File: src/include/hacps_pkg.sv
/*
  constants, types and the rising-edge function shared by the clock select block.
  assumes one 25 MHz system clock, a synchronous active-low reset and a plain
  strobe register port with 32-bit data.
*/
// Notes on behaviour
// in host mode the reference clock pin is the primary source of the whole clock tree.
// in agent mode the bus clock pin is the primary source and the board grounds the reference pin.
// in host mode the primary clock feeds a halving stage and both rates reach the output muxes.
// a strap picks whether the sync clock output carries the full or the halved clock.
// each bus clock output has its own divide-select bit in the output clock control register.
// the sync output is looped back on the board and the internal timing locks to the return.
// core field bits 2 to 5 all zero means the core pll is off and bypassed, whatever else is set.
// bits 2 to 5 with bit 6 give the core to bus ratio: 1:1, 1.5:1, 2:1, 2.5:1 or 3:1.
// bits 0 to 1 pick the vco divider: 00 gives 2, 01 gives 4, 10 or 11 give 8.
// whoever straps the field keeps the resulting vco frequency inside its allowed window.
// any core field code outside the bypass and ratio codes is reserved and flagged as such.
`default_nettype none
package hacps_pkg;
  localparam int HACPS_DATA_W = 32;
  localparam int HACPS_ADDR_W = 8;
  localparam int HACPS_NUM_BUS_CLK = 5;
  localparam int HACPS_CORE_FIELD_W = 7;

  localparam logic [7:0] HACPS_OFS_OUT_CLK_CTRL = 8'h00;
  localparam logic [7:0] HACPS_OFS_STATUS = 8'h04;
  localparam logic [7:0] HACPS_OFS_CORE_CFG = 8'h08;

  localparam logic [4:0] HACPS_OUT_CLK_CTRL_RST = 5'h00;

  // status register field positions
  localparam int HACPS_ST_HOST_BIT = 0;
  localparam int HACPS_ST_LOCK_BIT = 1;
  localparam int HACPS_ST_BYPASS_BIT = 2;
  localparam int HACPS_ST_RSVD_BIT = 3;
  localparam int HACPS_ST_SYNCDIV_BIT = 4;
  localparam int HACPS_ST_RATIO_LSB = 8;
  localparam int HACPS_ST_VCO_LSB = 12;

  // lock supervision of the returned sync clock: timeout in system clock cycles, lock after this many return edges
  localparam int HACPS_LOCK_TIMEOUT = 64;
  localparam int HACPS_LOCK_EDGES = 4;

  typedef enum logic [2:0] {
    HACPS_RATIO_BYPASS,
    HACPS_RATIO_1_1,
    HACPS_RATIO_1_5,
    HACPS_RATIO_2_1,
    HACPS_RATIO_2_5,
    HACPS_RATIO_3_1,
    HACPS_RATIO_RSVD
  } hacps_ratio_t;

  function automatic logic hacps_rise(input logic cur, input logic prev);
    return cur & ~prev;
  endfunction : hacps_rise
endpackage : hacps_pkg
`default_nettype wire

File: src/design/hacps_pll_decode.sv
/*
  decode of the core pll configuration field into bypass, ratio and vco divider.
  assumes field bits are numbered as printed: bit 0 left, bit 6 right.
*/
`default_nettype none
module hacps_pll_decode
  import hacps_pkg::*;
(
  input wire logic [0:HACPS_CORE_FIELD_W-1] coreField,
  output logic bypass,
  output hacps_ratio_t ratio,
  output logic [3:0] vcoDiv,
  output logic reserved
);
  always_comb begin
    bypass = 1'b0;
    ratio = HACPS_RATIO_RSVD;
    reserved = 1'b0;
    vcoDiv = 4'h0;
    case (coreField[2:5])
      4'h0: begin
        bypass = 1'b1;
        ratio = HACPS_RATIO_BYPASS;
      end
      4'h1: ratio = coreField[6] ? HACPS_RATIO_1_5 : HACPS_RATIO_1_1;
      4'h2: ratio = coreField[6] ? HACPS_RATIO_2_5 : HACPS_RATIO_2_1;
      4'h3: begin
        ratio = coreField[6] ? HACPS_RATIO_RSVD : HACPS_RATIO_3_1;
        reserved = coreField[6];
      end
      default: reserved = 1'b1;
    endcase
    // divider has no meaning while the pll is bypassed
    if (!bypass) begin
      case (coreField[0:1])
        2'b00: vcoDiv = 4'h2;
        2'b01: vcoDiv = 4'h4;
        default: vcoDiv = 4'h8;
      endcase
    end
  end
endmodule : hacps_pll_decode
`default_nettype wire

File: src/design/hacps_sync.sv
/*
  two-flop synchroniser for a group of unrelated pin levels.
  assumes each bit is a slow level or a clock well below half the system rate.
*/
`default_nettype none
module hacps_sync #(
  parameter int WIDTH = 1
) (
  input wire logic clk,
  input wire logic rst_n,
  input wire logic [WIDTH-1:0] pinIn,
  output logic [WIDTH-1:0] syncOut
);
  logic [WIDTH-1:0] meta_q;
  logic [WIDTH-1:0] meta_d;
  logic [WIDTH-1:0] sync_q;
  logic [WIDTH-1:0] sync_d;

  always_comb begin
    meta_d = pinIn;
    sync_d = meta_q;
  end

  // first stage feeds only the second stage
  always_ff @(posedge clk) begin
    if (!rst_n) begin
      meta_q <= '0;
      sync_q <= '0;
    end else begin
      meta_q <= meta_d;
      sync_q <= sync_d;
    end
  end

  assign syncOut = sync_q;
endmodule : hacps_sync
`default_nettype wire

File: src/design/hacps_top.sv
/*
  host/agent clock selection, sync and bus clock output muxes, returned-clock
  lock supervision and core pll strap decode, with a small register port.
  assumes all clock and strap pins are asynchronous to clk and are sampled;
  output clocks are therefore rebuilt at the sampled rate, so input clocks must
  stay well below a quarter of the system clock for faithful edges.
*/
`default_nettype none
module hacps_top
  import hacps_pkg::*;
#(
  parameter int NUM_BUS_CLK = HACPS_NUM_BUS_CLK,
  parameter int LOCK_TIMEOUT = HACPS_LOCK_TIMEOUT,
  parameter int LOCK_EDGES = HACPS_LOCK_EDGES
) (
  input wire logic clk,
  input wire logic rst_n,
  input wire logic refClkIn,
  input wire logic busClkIn,
  input wire logic syncClkIn,
  input wire logic hostModeStrap,
  input wire logic syncDivStrap,
  input wire logic [HACPS_CORE_FIELD_W-1:0] corePllConfigField,
  input wire logic [HACPS_ADDR_W-1:0] regAddr,
  input wire logic [HACPS_DATA_W-1:0] regWrData,
  input wire logic regWrite,
  input wire logic regRead,
  output logic [HACPS_DATA_W-1:0] regRdData,
  output logic syncClkOut,
  output logic [NUM_BUS_CLK-1:0] busClockOutputs,
  output logic csbTick,
  output logic locked,
  output logic hostMode,
  output logic corePllBypass,
  output hacps_ratio_t coreRatio,
  output logic [3:0] vcoDivider,
  output logic coreCfgReserved
);
  localparam int NSYNC = 5 + HACPS_CORE_FIELD_W;
  localparam int TOW = $clog2(LOCK_TIMEOUT + 1);
  localparam int EDW = $clog2(LOCK_EDGES + 1);
  localparam logic [TOW-1:0] TIMEOUT_MAX = TOW'(LOCK_TIMEOUT);
  localparam logic [EDW-1:0] EDGES_MAX = EDW'(LOCK_EDGES);

  typedef enum logic [1:0] {
    HACPS_ST_WAIT_STRAP,
    HACPS_ST_RUN
  } hacps_state_t;

  logic [NSYNC-1:0] pinSync;
  logic refS;
  logic busS;
  logic retS;
  logic hostS;
  logic divS;
  logic [HACPS_CORE_FIELD_W-1:0] fieldS;

  // every clock and strap pin passes two flops before anything looks at it
  hacps_sync #(
    .WIDTH(NSYNC)
  ) u_sync (
    .clk(clk),
    .rst_n(rst_n),
    .pinIn({corePllConfigField, syncDivStrap, hostModeStrap, syncClkIn, busClkIn, refClkIn}),
    .syncOut(pinSync)
  );

  always_comb begin
    refS = pinSync[0];
    busS = pinSync[1];
    retS = pinSync[2];
    hostS = pinSync[3];
    divS = pinSync[4];
    fieldS = pinSync[NSYNC-1:5];
  end

  // strap capture: taken once, two cycles after the synchroniser has settled
  hacps_state_t state_q;
  hacps_state_t state_d;
  logic [1:0] settle_q;
  logic [1:0] settle_d;
  logic hostMode_q;
  logic hostMode_d;
  logic syncDiv_q;
  logic syncDiv_d;
  logic [HACPS_CORE_FIELD_W-1:0] field_q;
  logic [HACPS_CORE_FIELD_W-1:0] field_d;

  always_comb begin
    state_d = state_q;
    settle_d = settle_q;
    hostMode_d = hostMode_q;
    syncDiv_d = syncDiv_q;
    field_d = field_q;
    case (state_q)
      HACPS_ST_WAIT_STRAP: begin
        // the synchroniser still shows its reset zeros for two edges after release
        settle_d = settle_q + 2'h1;
        if (settle_q == 2'h3) begin
          hostMode_d = hostS;
          syncDiv_d = divS;
          field_d = fieldS;
          state_d = HACPS_ST_RUN;
        end
      end
      HACPS_ST_RUN: state_d = HACPS_ST_RUN;
      default: state_d = HACPS_ST_WAIT_STRAP;
    endcase
  end

  always_ff @(posedge clk) begin
    if (!rst_n) begin
      state_q <= HACPS_ST_WAIT_STRAP;
      settle_q <= 2'h0;
      hostMode_q <= 1'b0;
      syncDiv_q <= 1'b0;
      field_q <= '0;
    end else begin
      state_q <= state_d;
      settle_q <= settle_d;
      hostMode_q <= hostMode_d;
      syncDiv_q <= syncDiv_d;
      field_q <= field_d;
    end
  end

  // primary clock, halving stage and output muxes
  logic running;
  logic primary;
  logic primPrev_q;
  logic primPrev_d;
  logic half_q;
  logic half_d;
  logic syncOut_q;
  logic syncOut_d;
  logic [NUM_BUS_CLK-1:0] busOut_q;
  logic [NUM_BUS_CLK-1:0] busOut_d;
  logic [NUM_BUS_CLK-1:0] output_clock_control_reg_q;
  logic [NUM_BUS_CLK-1:0] output_clock_control_reg_d;

  always_comb begin
    running = (state_q == HACPS_ST_RUN);
    // agent boards ground the reference pin, so it is never looked at there
    primary = hostMode_q ? refS : busS; // see R1
    primPrev_d = primary;
    half_d = half_q;
    if (!running) begin
      half_d = 1'b0;
    end else if (hacps_rise(primary, primPrev_q)) begin
      half_d = ~half_q;
    end
    syncOut_d = 1'b0;
    busOut_d = '0;
    if (running) begin
      syncOut_d = syncDiv_q ? half_q : primary;
      for (int i = 0; i < NUM_BUS_CLK; i++) begin
        busOut_d[i] = output_clock_control_reg_q[i] ? half_q : primary;
      end
    end
  end

  always_ff @(posedge clk) begin
    if (!rst_n) begin
      primPrev_q <= 1'b0;
      half_q <= 1'b0;
      syncOut_q <= 1'b0;
      busOut_q <= '0;
    end else begin
      primPrev_q <= primPrev_d;
      half_q <= half_d;
      syncOut_q <= syncOut_d;
      busOut_q <= busOut_d;
    end
  end

  // lock to the returned sync clock; a missing edge for too long drops lock
  logic retPrev_q;
  logic retPrev_d;
  logic retRise;
  logic [TOW-1:0] idle_q;
  logic [TOW-1:0] idle_d;
  logic [EDW-1:0] edges_q;
  logic [EDW-1:0] edges_d;
  logic locked_q;
  logic locked_d;
  logic tick_q;
  logic tick_d;

  always_comb begin
    retPrev_d = retS;
    retRise = hacps_rise(retS, retPrev_q);
    idle_d = idle_q;
    edges_d = edges_q;
    locked_d = locked_q;
    if (!running) begin
      idle_d = '0;
      edges_d = '0;
      locked_d = 1'b0;
    end else if (retRise) begin
      idle_d = '0;
      if (edges_q != EDGES_MAX) begin
        edges_d = edges_q + EDW'(1);
      end
      if (edges_q == EDGES_MAX - EDW'(1) || edges_q == EDGES_MAX) begin
        locked_d = 1'b1;
      end
    end else if (idle_q == TIMEOUT_MAX) begin
      // loop-back missing or broken on the board
      edges_d = '0;
      locked_d = 1'b0;
    end else begin
      idle_d = idle_q + TOW'(1);
    end
    // internal bus timing follows the returned clock, not our own output
    tick_d = running & retRise & locked_d;
  end

  always_ff @(posedge clk) begin
    if (!rst_n) begin
      retPrev_q <= 1'b0;
      idle_q <= '0;
      edges_q <= '0;
      locked_q <= 1'b0;
      tick_q <= 1'b0;
    end else begin
      retPrev_q <= retPrev_d;
      idle_q <= idle_d;
      edges_q <= edges_d;
      locked_q <= locked_d;
      tick_q <= tick_d;
    end
  end

  // core pll strap decode, registered for the outputs
  logic decBypass;
  hacps_ratio_t decRatio;
  logic [3:0] decVco;
  logic decRsvd;
  logic bypass_q;
  logic bypass_d;
  hacps_ratio_t ratio_q;
  hacps_ratio_t ratio_d;
  logic [3:0] vco_q;
  logic [3:0] vco_d;
  logic rsvd_q;
  logic rsvd_d;
  logic [0:HACPS_CORE_FIELD_W-1] fieldPrt;

  // decoder counts bits from the left; index by index keeps port bit i as bit i
  always_comb begin
    for (int i = 0; i < HACPS_CORE_FIELD_W; i++) begin
      fieldPrt[i] = field_q[i];
    end
  end

  hacps_pll_decode u_dec (
    .coreField(fieldPrt),
    .bypass(decBypass),
    .ratio(decRatio),
    .vcoDiv(decVco),
    .reserved(decRsvd)
  );

  always_comb begin
    bypass_d = running & decBypass;
    ratio_d = running ? decRatio : HACPS_RATIO_BYPASS;
    vco_d = running ? decVco : 4'h0;
    rsvd_d = running & decRsvd;
  end

  always_ff @(posedge clk) begin
    if (!rst_n) begin
      bypass_q <= 1'b0;
      ratio_q <= HACPS_RATIO_BYPASS;
      vco_q <= 4'h0;
      rsvd_q <= 1'b0;
    end else begin
      bypass_q <= bypass_d;
      ratio_q <= ratio_d;
      vco_q <= vco_d;
      rsvd_q <= rsvd_d;
    end
  end

  // register port: writes take effect next edge, read data stands one cycle
  logic [HACPS_DATA_W-1:0] rdData_q;
  logic [HACPS_DATA_W-1:0] rdData_d;
  logic [HACPS_DATA_W-1:0] status;

  always_comb begin
    status = '0;
    status[HACPS_ST_HOST_BIT] = hostMode_q;
    status[HACPS_ST_LOCK_BIT] = locked_q;
    status[HACPS_ST_BYPASS_BIT] = bypass_q;
    status[HACPS_ST_RSVD_BIT] = rsvd_q;
    status[HACPS_ST_SYNCDIV_BIT] = syncDiv_q;
    status[HACPS_ST_RATIO_LSB +: 3] = ratio_q;
    status[HACPS_ST_VCO_LSB +: 4] = vco_q;
    output_clock_control_reg_d = output_clock_control_reg_q;
    if (regWrite && regAddr == HACPS_OFS_OUT_CLK_CTRL) begin
      output_clock_control_reg_d = regWrData[NUM_BUS_CLK-1:0];
    end
    rdData_d = '0;
    if (regRead) begin
      case (regAddr)
        HACPS_OFS_OUT_CLK_CTRL: rdData_d[NUM_BUS_CLK-1:0] = output_clock_control_reg_q;
        HACPS_OFS_STATUS: rdData_d = status;
        HACPS_OFS_CORE_CFG: rdData_d[HACPS_CORE_FIELD_W-1:0] = field_q;
        default: rdData_d = '0;
      endcase
    end
  end

  always_ff @(posedge clk) begin
    if (!rst_n) begin
      output_clock_control_reg_q <= NUM_BUS_CLK'(HACPS_OUT_CLK_CTRL_RST);
      rdData_q <= '0;
    end else begin
      output_clock_control_reg_q <= output_clock_control_reg_d;
      rdData_q <= rdData_d;
    end
  end

  assign regRdData = rdData_q;
  assign syncClkOut = syncOut_q;
  assign busClockOutputs = busOut_q;
  assign csbTick = tick_q;
  assign locked = locked_q;
  assign hostMode = hostMode_q;
  assign corePllBypass = bypass_q;
  assign coreRatio = ratio_q;
  assign vcoDivider = vco_q;
  assign coreCfgReserved = rsvd_q;
endmodule : hacps_top
`default_nettype wire

File: config.mk
export PLATFORM = sky130hd
export DESIGN_NAME = hacps_top
export DESIGN_NICKNAME = d
export VERILOG_FILES = /design/src/include/hacps_pkg.sv /design/src/design/hacps_pll_decode.sv /design/src/design/hacps_sync.sv /design/src/design/hacps_top.sv
export SDC_FILE = /design/constraint.sdc
export NUM_CORES = 1
export LEC_CHECK = 0
export BUFFER_PORTS_ARGS = -buffer_cell sky130_fd_sc_hd__buf_2
export CORE_MARGIN = 4
export CORE_UTILIZATION = 53
export CTS_CLUSTER_SIZE = 12
export DETAILED_ROUTE_END_ITERATION = 6
export PLACE_DENSITY = 0.92
export SLEW_MARGIN = 20
export SYNTH_ARGS = -nofsm -noshare
export SYNTH_HDL_FRONTEND = slang
export SYNTH_SLANG_ARGS = --single-unit
File: constraint.sdc
create_clock -name clk -period 2.53 [get_ports clk]
set_input_delay 0.1265 -clock clk [delete_from_list [all_inputs] [get_ports clk]]
set_output_delay 0.1265 -clock clk [all_outputs]
set_load 0.03 [all_outputs]
======== Word-level counts from Yosys, hierarchy flattened ========
Cells that the tools add are included.
word-level totals
  bits in registers ....................... 104
operators by class
  $add $sub $neg .......................... 3
  bitwise logic cells ..................... 11
  reductions and logical operators ........ 16
  multiplexer cells ....................... 24
  eq/ne operators ......................... 14
operators by type and width
  cell                                           number
  one-hot mux 5 bit (3 select lines)             1
  two-way mux 1 bit                              12
  two-way mux 3 bit                              4
  one-hot mux 3 bit (4 select lines)             1
  OR reduction 3 bit                             3
  == test 4 x 2 -> 1 bit, second input constant  2
  == test 8 x 3 -> 1 bit, second input constant  1
  == test 8 x 4 -> 1 bit, second input constant  1
  logical NOT 8 bit                              1
  one-hot mux 4 bit (2 select lines)             1
  AND reduction 2 bit                            4
  adder 7 x 1 -> 7 bit, second input constant    1
  == test 7 bit, second input constant           1
  AND 1 bit                                      6
  two-way mux 2 bit                              3
  AND reduction 3 bit                            2
  NOT 1 bit                                      5
  == test 2 x 1 -> 1 bit, second input constant  2
  == test 4 x 1 -> 1 bit, second input constant  1
  logical NOT 2 bit                              2
  logical NOT 4 bit                              1
  one-hot mux 2 bit (2 select lines)             1
  adder 3 x 1 -> 3 bit, second input constant    1
  == test 3 x 2 -> 1 bit, second input constant  1
  other kinds (10)                               10

======== Logic depth before layout (Yosys ltp) ========
  word-level depth ........................ 6
  depth in mapped cells ................... 5
  mapped depth without buffers ............ 5

======== Modules after synthesis ========
Synthesis repeated with hierarchy kept, for this count alone.
unflattened totals
  cell total of the unflattened synthesis .. 327
  area total of the unflattened synthesis .. 3,273.1 µm²
by module, submodules not included
  module            area each (µm²)  times used  cells an instance
  hacps_top         2,497.4          1           261
  hacps_sync        675.6            1           50
  hacps_pll_decode  100.1            1           16

======== Least setup slack after synthesis ========
No wires, ideal clock.
  path kind ............................... reg2reg
  start ................................... register idle_q[2]
  end ..................................... register idle_q[1]
  data required time ...................... 2.460 ns
  period minus slack after synthesis ...... 1.453 ns
  cell stages (with the launch flop) ...... 5
  arrival ................................. 1.383 ns
  path slack .............................. 1.077 ns
  library setup time ...................... 0.070 ns
  buffers on the path ..................... 1
  path through ............................ dfxtp_1 > or4_1 > clkbuf_1 > or3_1 > a21oi_1
on the way
  cells in the longest elaborated chain, start to end .. 1
RTL lines
  what                    line              source
  from (decl)             hacps_top.sv:180  logic [TOW-1:0] idle_q;
  from (signal assigned)  hacps_top.sv:227  idle_q <= idle_d;
  == test 7 bit           hacps_top.sv:207  end else if (idle_q == TIMEOUT_MAX) begin
Every way passes these cells.
A chain may end at the register's enable or synchronous reset.

======== Worst setup path in the final report ========
  start ................................... register idle_q[2]
  end ..................................... register idle_q[3]
on the way
  cells in the longest elaborated chain, start to end .. 1
  elaborated cells between the ends (all ways) .. 2
RTL lines
  what                                                   line
  adder 7 x 1 -> 7 bit or == test 7 bit (tied branches)  hacps_top.sv:212, hacps_top.sv:207
Several ways; a longest one is shown, not always the timed one.

==> impl_summary.txt <==
----------------------------------------------------
[Layout]
  # nets final ... ~450
  Most common cell after layout, fill and taps aside ... sky130_fd_sc_hd__dfxtp_1
  Post-Route Utilization ... 67.16%
  Diode insertion count for antenna repair ... 0
  Top library cells by usage in the layout, fill and taps aside ... sky130_fd_sc_hd__dfxtp_1, sky130_fd_sc_hd__buf_2, sky130_fd_sc_hd__nand2_1, sky130_fd_sc_hd__and2_1, sky130_fd_sc_hd__conb_1
  Ratio of cells with drive above 1 in the final layout ... 21.85%
  Area added between synthesis and finish ... 20.11%
  Final standard cell area without fillers ... about 3800 µm²

[Synthesis]
  Combinational family with the most area after synthesis ... simple AND/OR/NAND/NOR gates
  Synthesized instance count ... 316
  Number of synthesized register bits ... slightly above 80
  Simple-gate share of the synthesized area ... 21.75%
  Async set-or-reset flop fraction in the synthesized netlist ... 0%
  Area fraction in compound gates after synthesis ... 8.500%
  Count of distinct cell types in the synthesized netlist ... 39
  Post-synth EDFFs ... 0
  Arithmetic-cell share of the synthesized area counting full adders, half adders and majority gates ... around 2.0%
  Average cell area after synthesis ... 9.922 µm²
  Count of warnings emitted by yosys ... 0
  Primary flip-flop cell chosen by synthesis mapping ... sky130_fd_sc_hd__dfxtp_1
  Total standard cell area after synthesis ... around 3100 µm²
  Sequential element share of the synthesized area ... between 50% and 60%
  Synthesized-area fraction occupied by xor and xnor cells ... approximately 1.1%
  Multiplexer area fraction after synthesis ... around 6.4%

[CTS]
  H-tree depth ... 3
  CTS Buffer Depth ... 2
  Number of buffers inserted during clock tree synthesis ... 9
  Clock latency on the worst-skew pair ... 0.35 ns
  CTS tree ... built
  Num Clock Sinks ... 83
  Clk root buf ... sky130_fd_sc_hd__clkbuf_8
  Clock transition at path regs ... roughly 0.09 ns
  Post-CTS setup-driven buffer insertion count ... 0

[Placement]
  Total of buffers placed on input and output ports ... 58
  Final weighted congestion in routability-driven placement ... roughly 0.8
  Total half-perimeter wirelength after legalization and detailed placement ... around 4000 µm
  Placed Instance Area ... approximately 3400 µm²

[Setup path]
  Data required, critical path ... 2.76 ns
  Largest fanout of any net on the critical path ... 7
  Critical path start-end classification ... reg -> reg
  CP startpoint ... idle_q[2]
  Startpoint kind of the worst setup timing path ... register
  Crit path DAT ... 1.84 ns
  Sort of element at the end of the critical path ... register
  FF-to-FF Start ... idle_q[2]

[Power]
  Total power consumption of the routed design ... 2707 µW
  Cell Int Power ... approximately 2100 µW
  Seq pwr share ... roughly half
  Peak VDD IR ... ~380 µV
  Power dissipated by switching net loads ... ~630 µW
  Switching part of the total power ... between 20% and 30%
  PD cells ... slightly above 700 nW/µm²
  Power share of the clock group ... 43.2%
  Proportion of power drawn by combinational gates ... about 6.7%
  Leakage ... ~0.0016 µW

[Flow run]
  Maxcap violations ... 0

[STA]
  Fmax achieved ... 622.8 MHz
  Unrepaired setup endpoints after global routing ... false
  Final worst-path cycle share ... ~63%
  Worst slew margin ... a little under three fifths
  Final Setup Violations ... 0
  Actual slew at the worst max-slew pin ... about 0.65 ns
  Worst hold slack ... approximately 0.025 ns
  Final TNS setup ... 0 ns
  Clock tree skew after final layout ... 0.007391 ns
  Number of slew-limit violations in the final report ... 0
  Final critical delay including setup and external delays ... approximately 1.6 ns
  Count of endpoints failing hold in the final timing report ... 0

[Drt]
  Average via count per standard cell ... around 5.0
  TritonRoute pass-1 iters ... 4
  Via Count ... roughly 2300
  Post-Route WL ... between 5000 and 6000 µm
  Detailed router's first-iteration violation count ... 155
  Routed Antenna Nets ... 0
  Post-detailed-route DRC marker count ... 0
  Average wire per standard cell ... between 10 and 15 µm

[Floorplanning]
  Core area ... around 5600 µm²
  Initial core utilization ... between 50% and 60%
  DIE AREA ... a little over 7000 µm²
  Die Wd ... between 80 and 90 µm
  I/O Pins ... between 100 and 150
  Core Rows ... 27
  Die boundary height ... roughly 85 µm

[Global routing]
  Number of antenna violations at the first check in global routing ... 0
  Pin count of the biggest net entering global routing ... 50
  Global-route usage over all layers ... 16.42%
  Global-route wire length before repair ... around 9600 µm
  Total congestion overflow ... 0
  Number of global-route vias before repair ... roughly 2200

[Outcome]
  Outcome ... complete, no violations

[Hold path]
  Hold Path Origin ... regWrData[3]
  Worst hold path class ... in -> reg

----------------------------------------------------
==> synthesized netlist by cell type, drive strengths merged, types with 3 or more instances <==
cell type	n	share of area (%)
nor4	4	1.8
dfxtp	83	53
or2	4	0.80
a21boi	9	2.2
buf	21	4.9
nor2b	4	0.80
mux2i	19	6.1
or3	4	0.80
nand3	6	0.96
a21oi	11	1.8
o21ai	6	0.96
inv	6	0.72
nor3	3	0.48
clkbuf	12	1.4
nand2	41	4.9
or4	3	0.96
and2	28	5.6
and4b	3	0.96
and3	7	1.4
ha	5	2.0
nor2	14	1.7
==> timing repair <==
action	4_1_cts	5_1_grt
gates resized for setup	0	0
endpoints found under the setup margin	0	0
hold buffers	12	0
hold endpoints to repair	12	0
==> stage by stage <==
step | setup slack [ns] | cells
floorplan | 1.077 | 335
global placement | 0.9709 | 433
detailed placement | 0.8867 | 433
CTS | 0.9406 | 461
global route | 0.8230 | 461
finish | 0.9243 | 461
==> metal layers <==
metal	share of wire [%]	track usage, %	vias up
met3	7.6	5.243	10
met5	0	0	-
met4	1.6	5.899	0
met2	48	28.61	91
li1	-	-	1161
met1	43	18.87	1022
==> final timing paths <==
| check | cells past startpoint | slack [ns] | to |
|---|---|---|---|
| worst max register to register | 3 | 0.92 | idle_q[3] |
| worst max-delay path | 3 | 0.92 | idle_q[3] |
| worst min-delay path | 3 | 0.03 | output_clock_control_reg_q[3] |
| worst min register to register | 1 | 0.44 | u_sync.syncOut[8] |
==> power by group through the flow <==
stage | Clock, µW | Combinational (µW) | Sequential [µW]
2_1_floorplan | 0 | 149 | 1390
3_3_place_gp | 0 | 161 | 1390
3_5_place_dp | 0 | 166 | 1390
4_1_cts | 1180 | 181 | 1360
5_1_grt | 1250 | 201 | 1360
6_report | 1170 | 182 | 1360
==> registers in the layout, indices dropped and copies added (netlist names), 2 cells and up <==
register / count
regRdData: 13
u_sync.meta_q: 12
u_sync.syncOut: 12
field_q: 7
idle_q: 7
busClockOutputs: 5
output_clock_control_reg_q: 5
coreRatio: 3
edges_q: 3
vcoDivider: 3
settle_q: 2
==> area by class of cell <==
| type | count | area, µm² |
|---|---|---|
| Clock inverter | 7 | 127.6 |
| Clock buffer | 9 | 123.9 |
| Inverter | 6 | 22.52 |
| Tap cell | 72 | 90.09 |
| Multi-Input combinational cell | 213 | 1323 |
| Fill cell | 417 | 1842 |
| Sequential cell | 83 | 1662 |
| Timing Repair Buffer | 71 | 417.9 |
==> critical path, cell delays in order (launching register included) <==
cell	delay, ns
sky130_fd_sc_hd__dfxtp_1	0.36
sky130_fd_sc_hd__or4_1	0.66
sky130_fd_sc_hd__o211ai_1	0.37
sky130_fd_sc_hd__nor2_1	0.09
==> kinds of logic after synthesis <==
kind of cell | after synthesis
AOI/OAI and AO/OA | 40
and+or+nand+nor | 124
muxes | 20
other | 1
adders and majority gates | 5
buffers and inverters | 39
xor gates and xnor gates | 4
DFF | 83
Power figures use the tool's default switching activity.
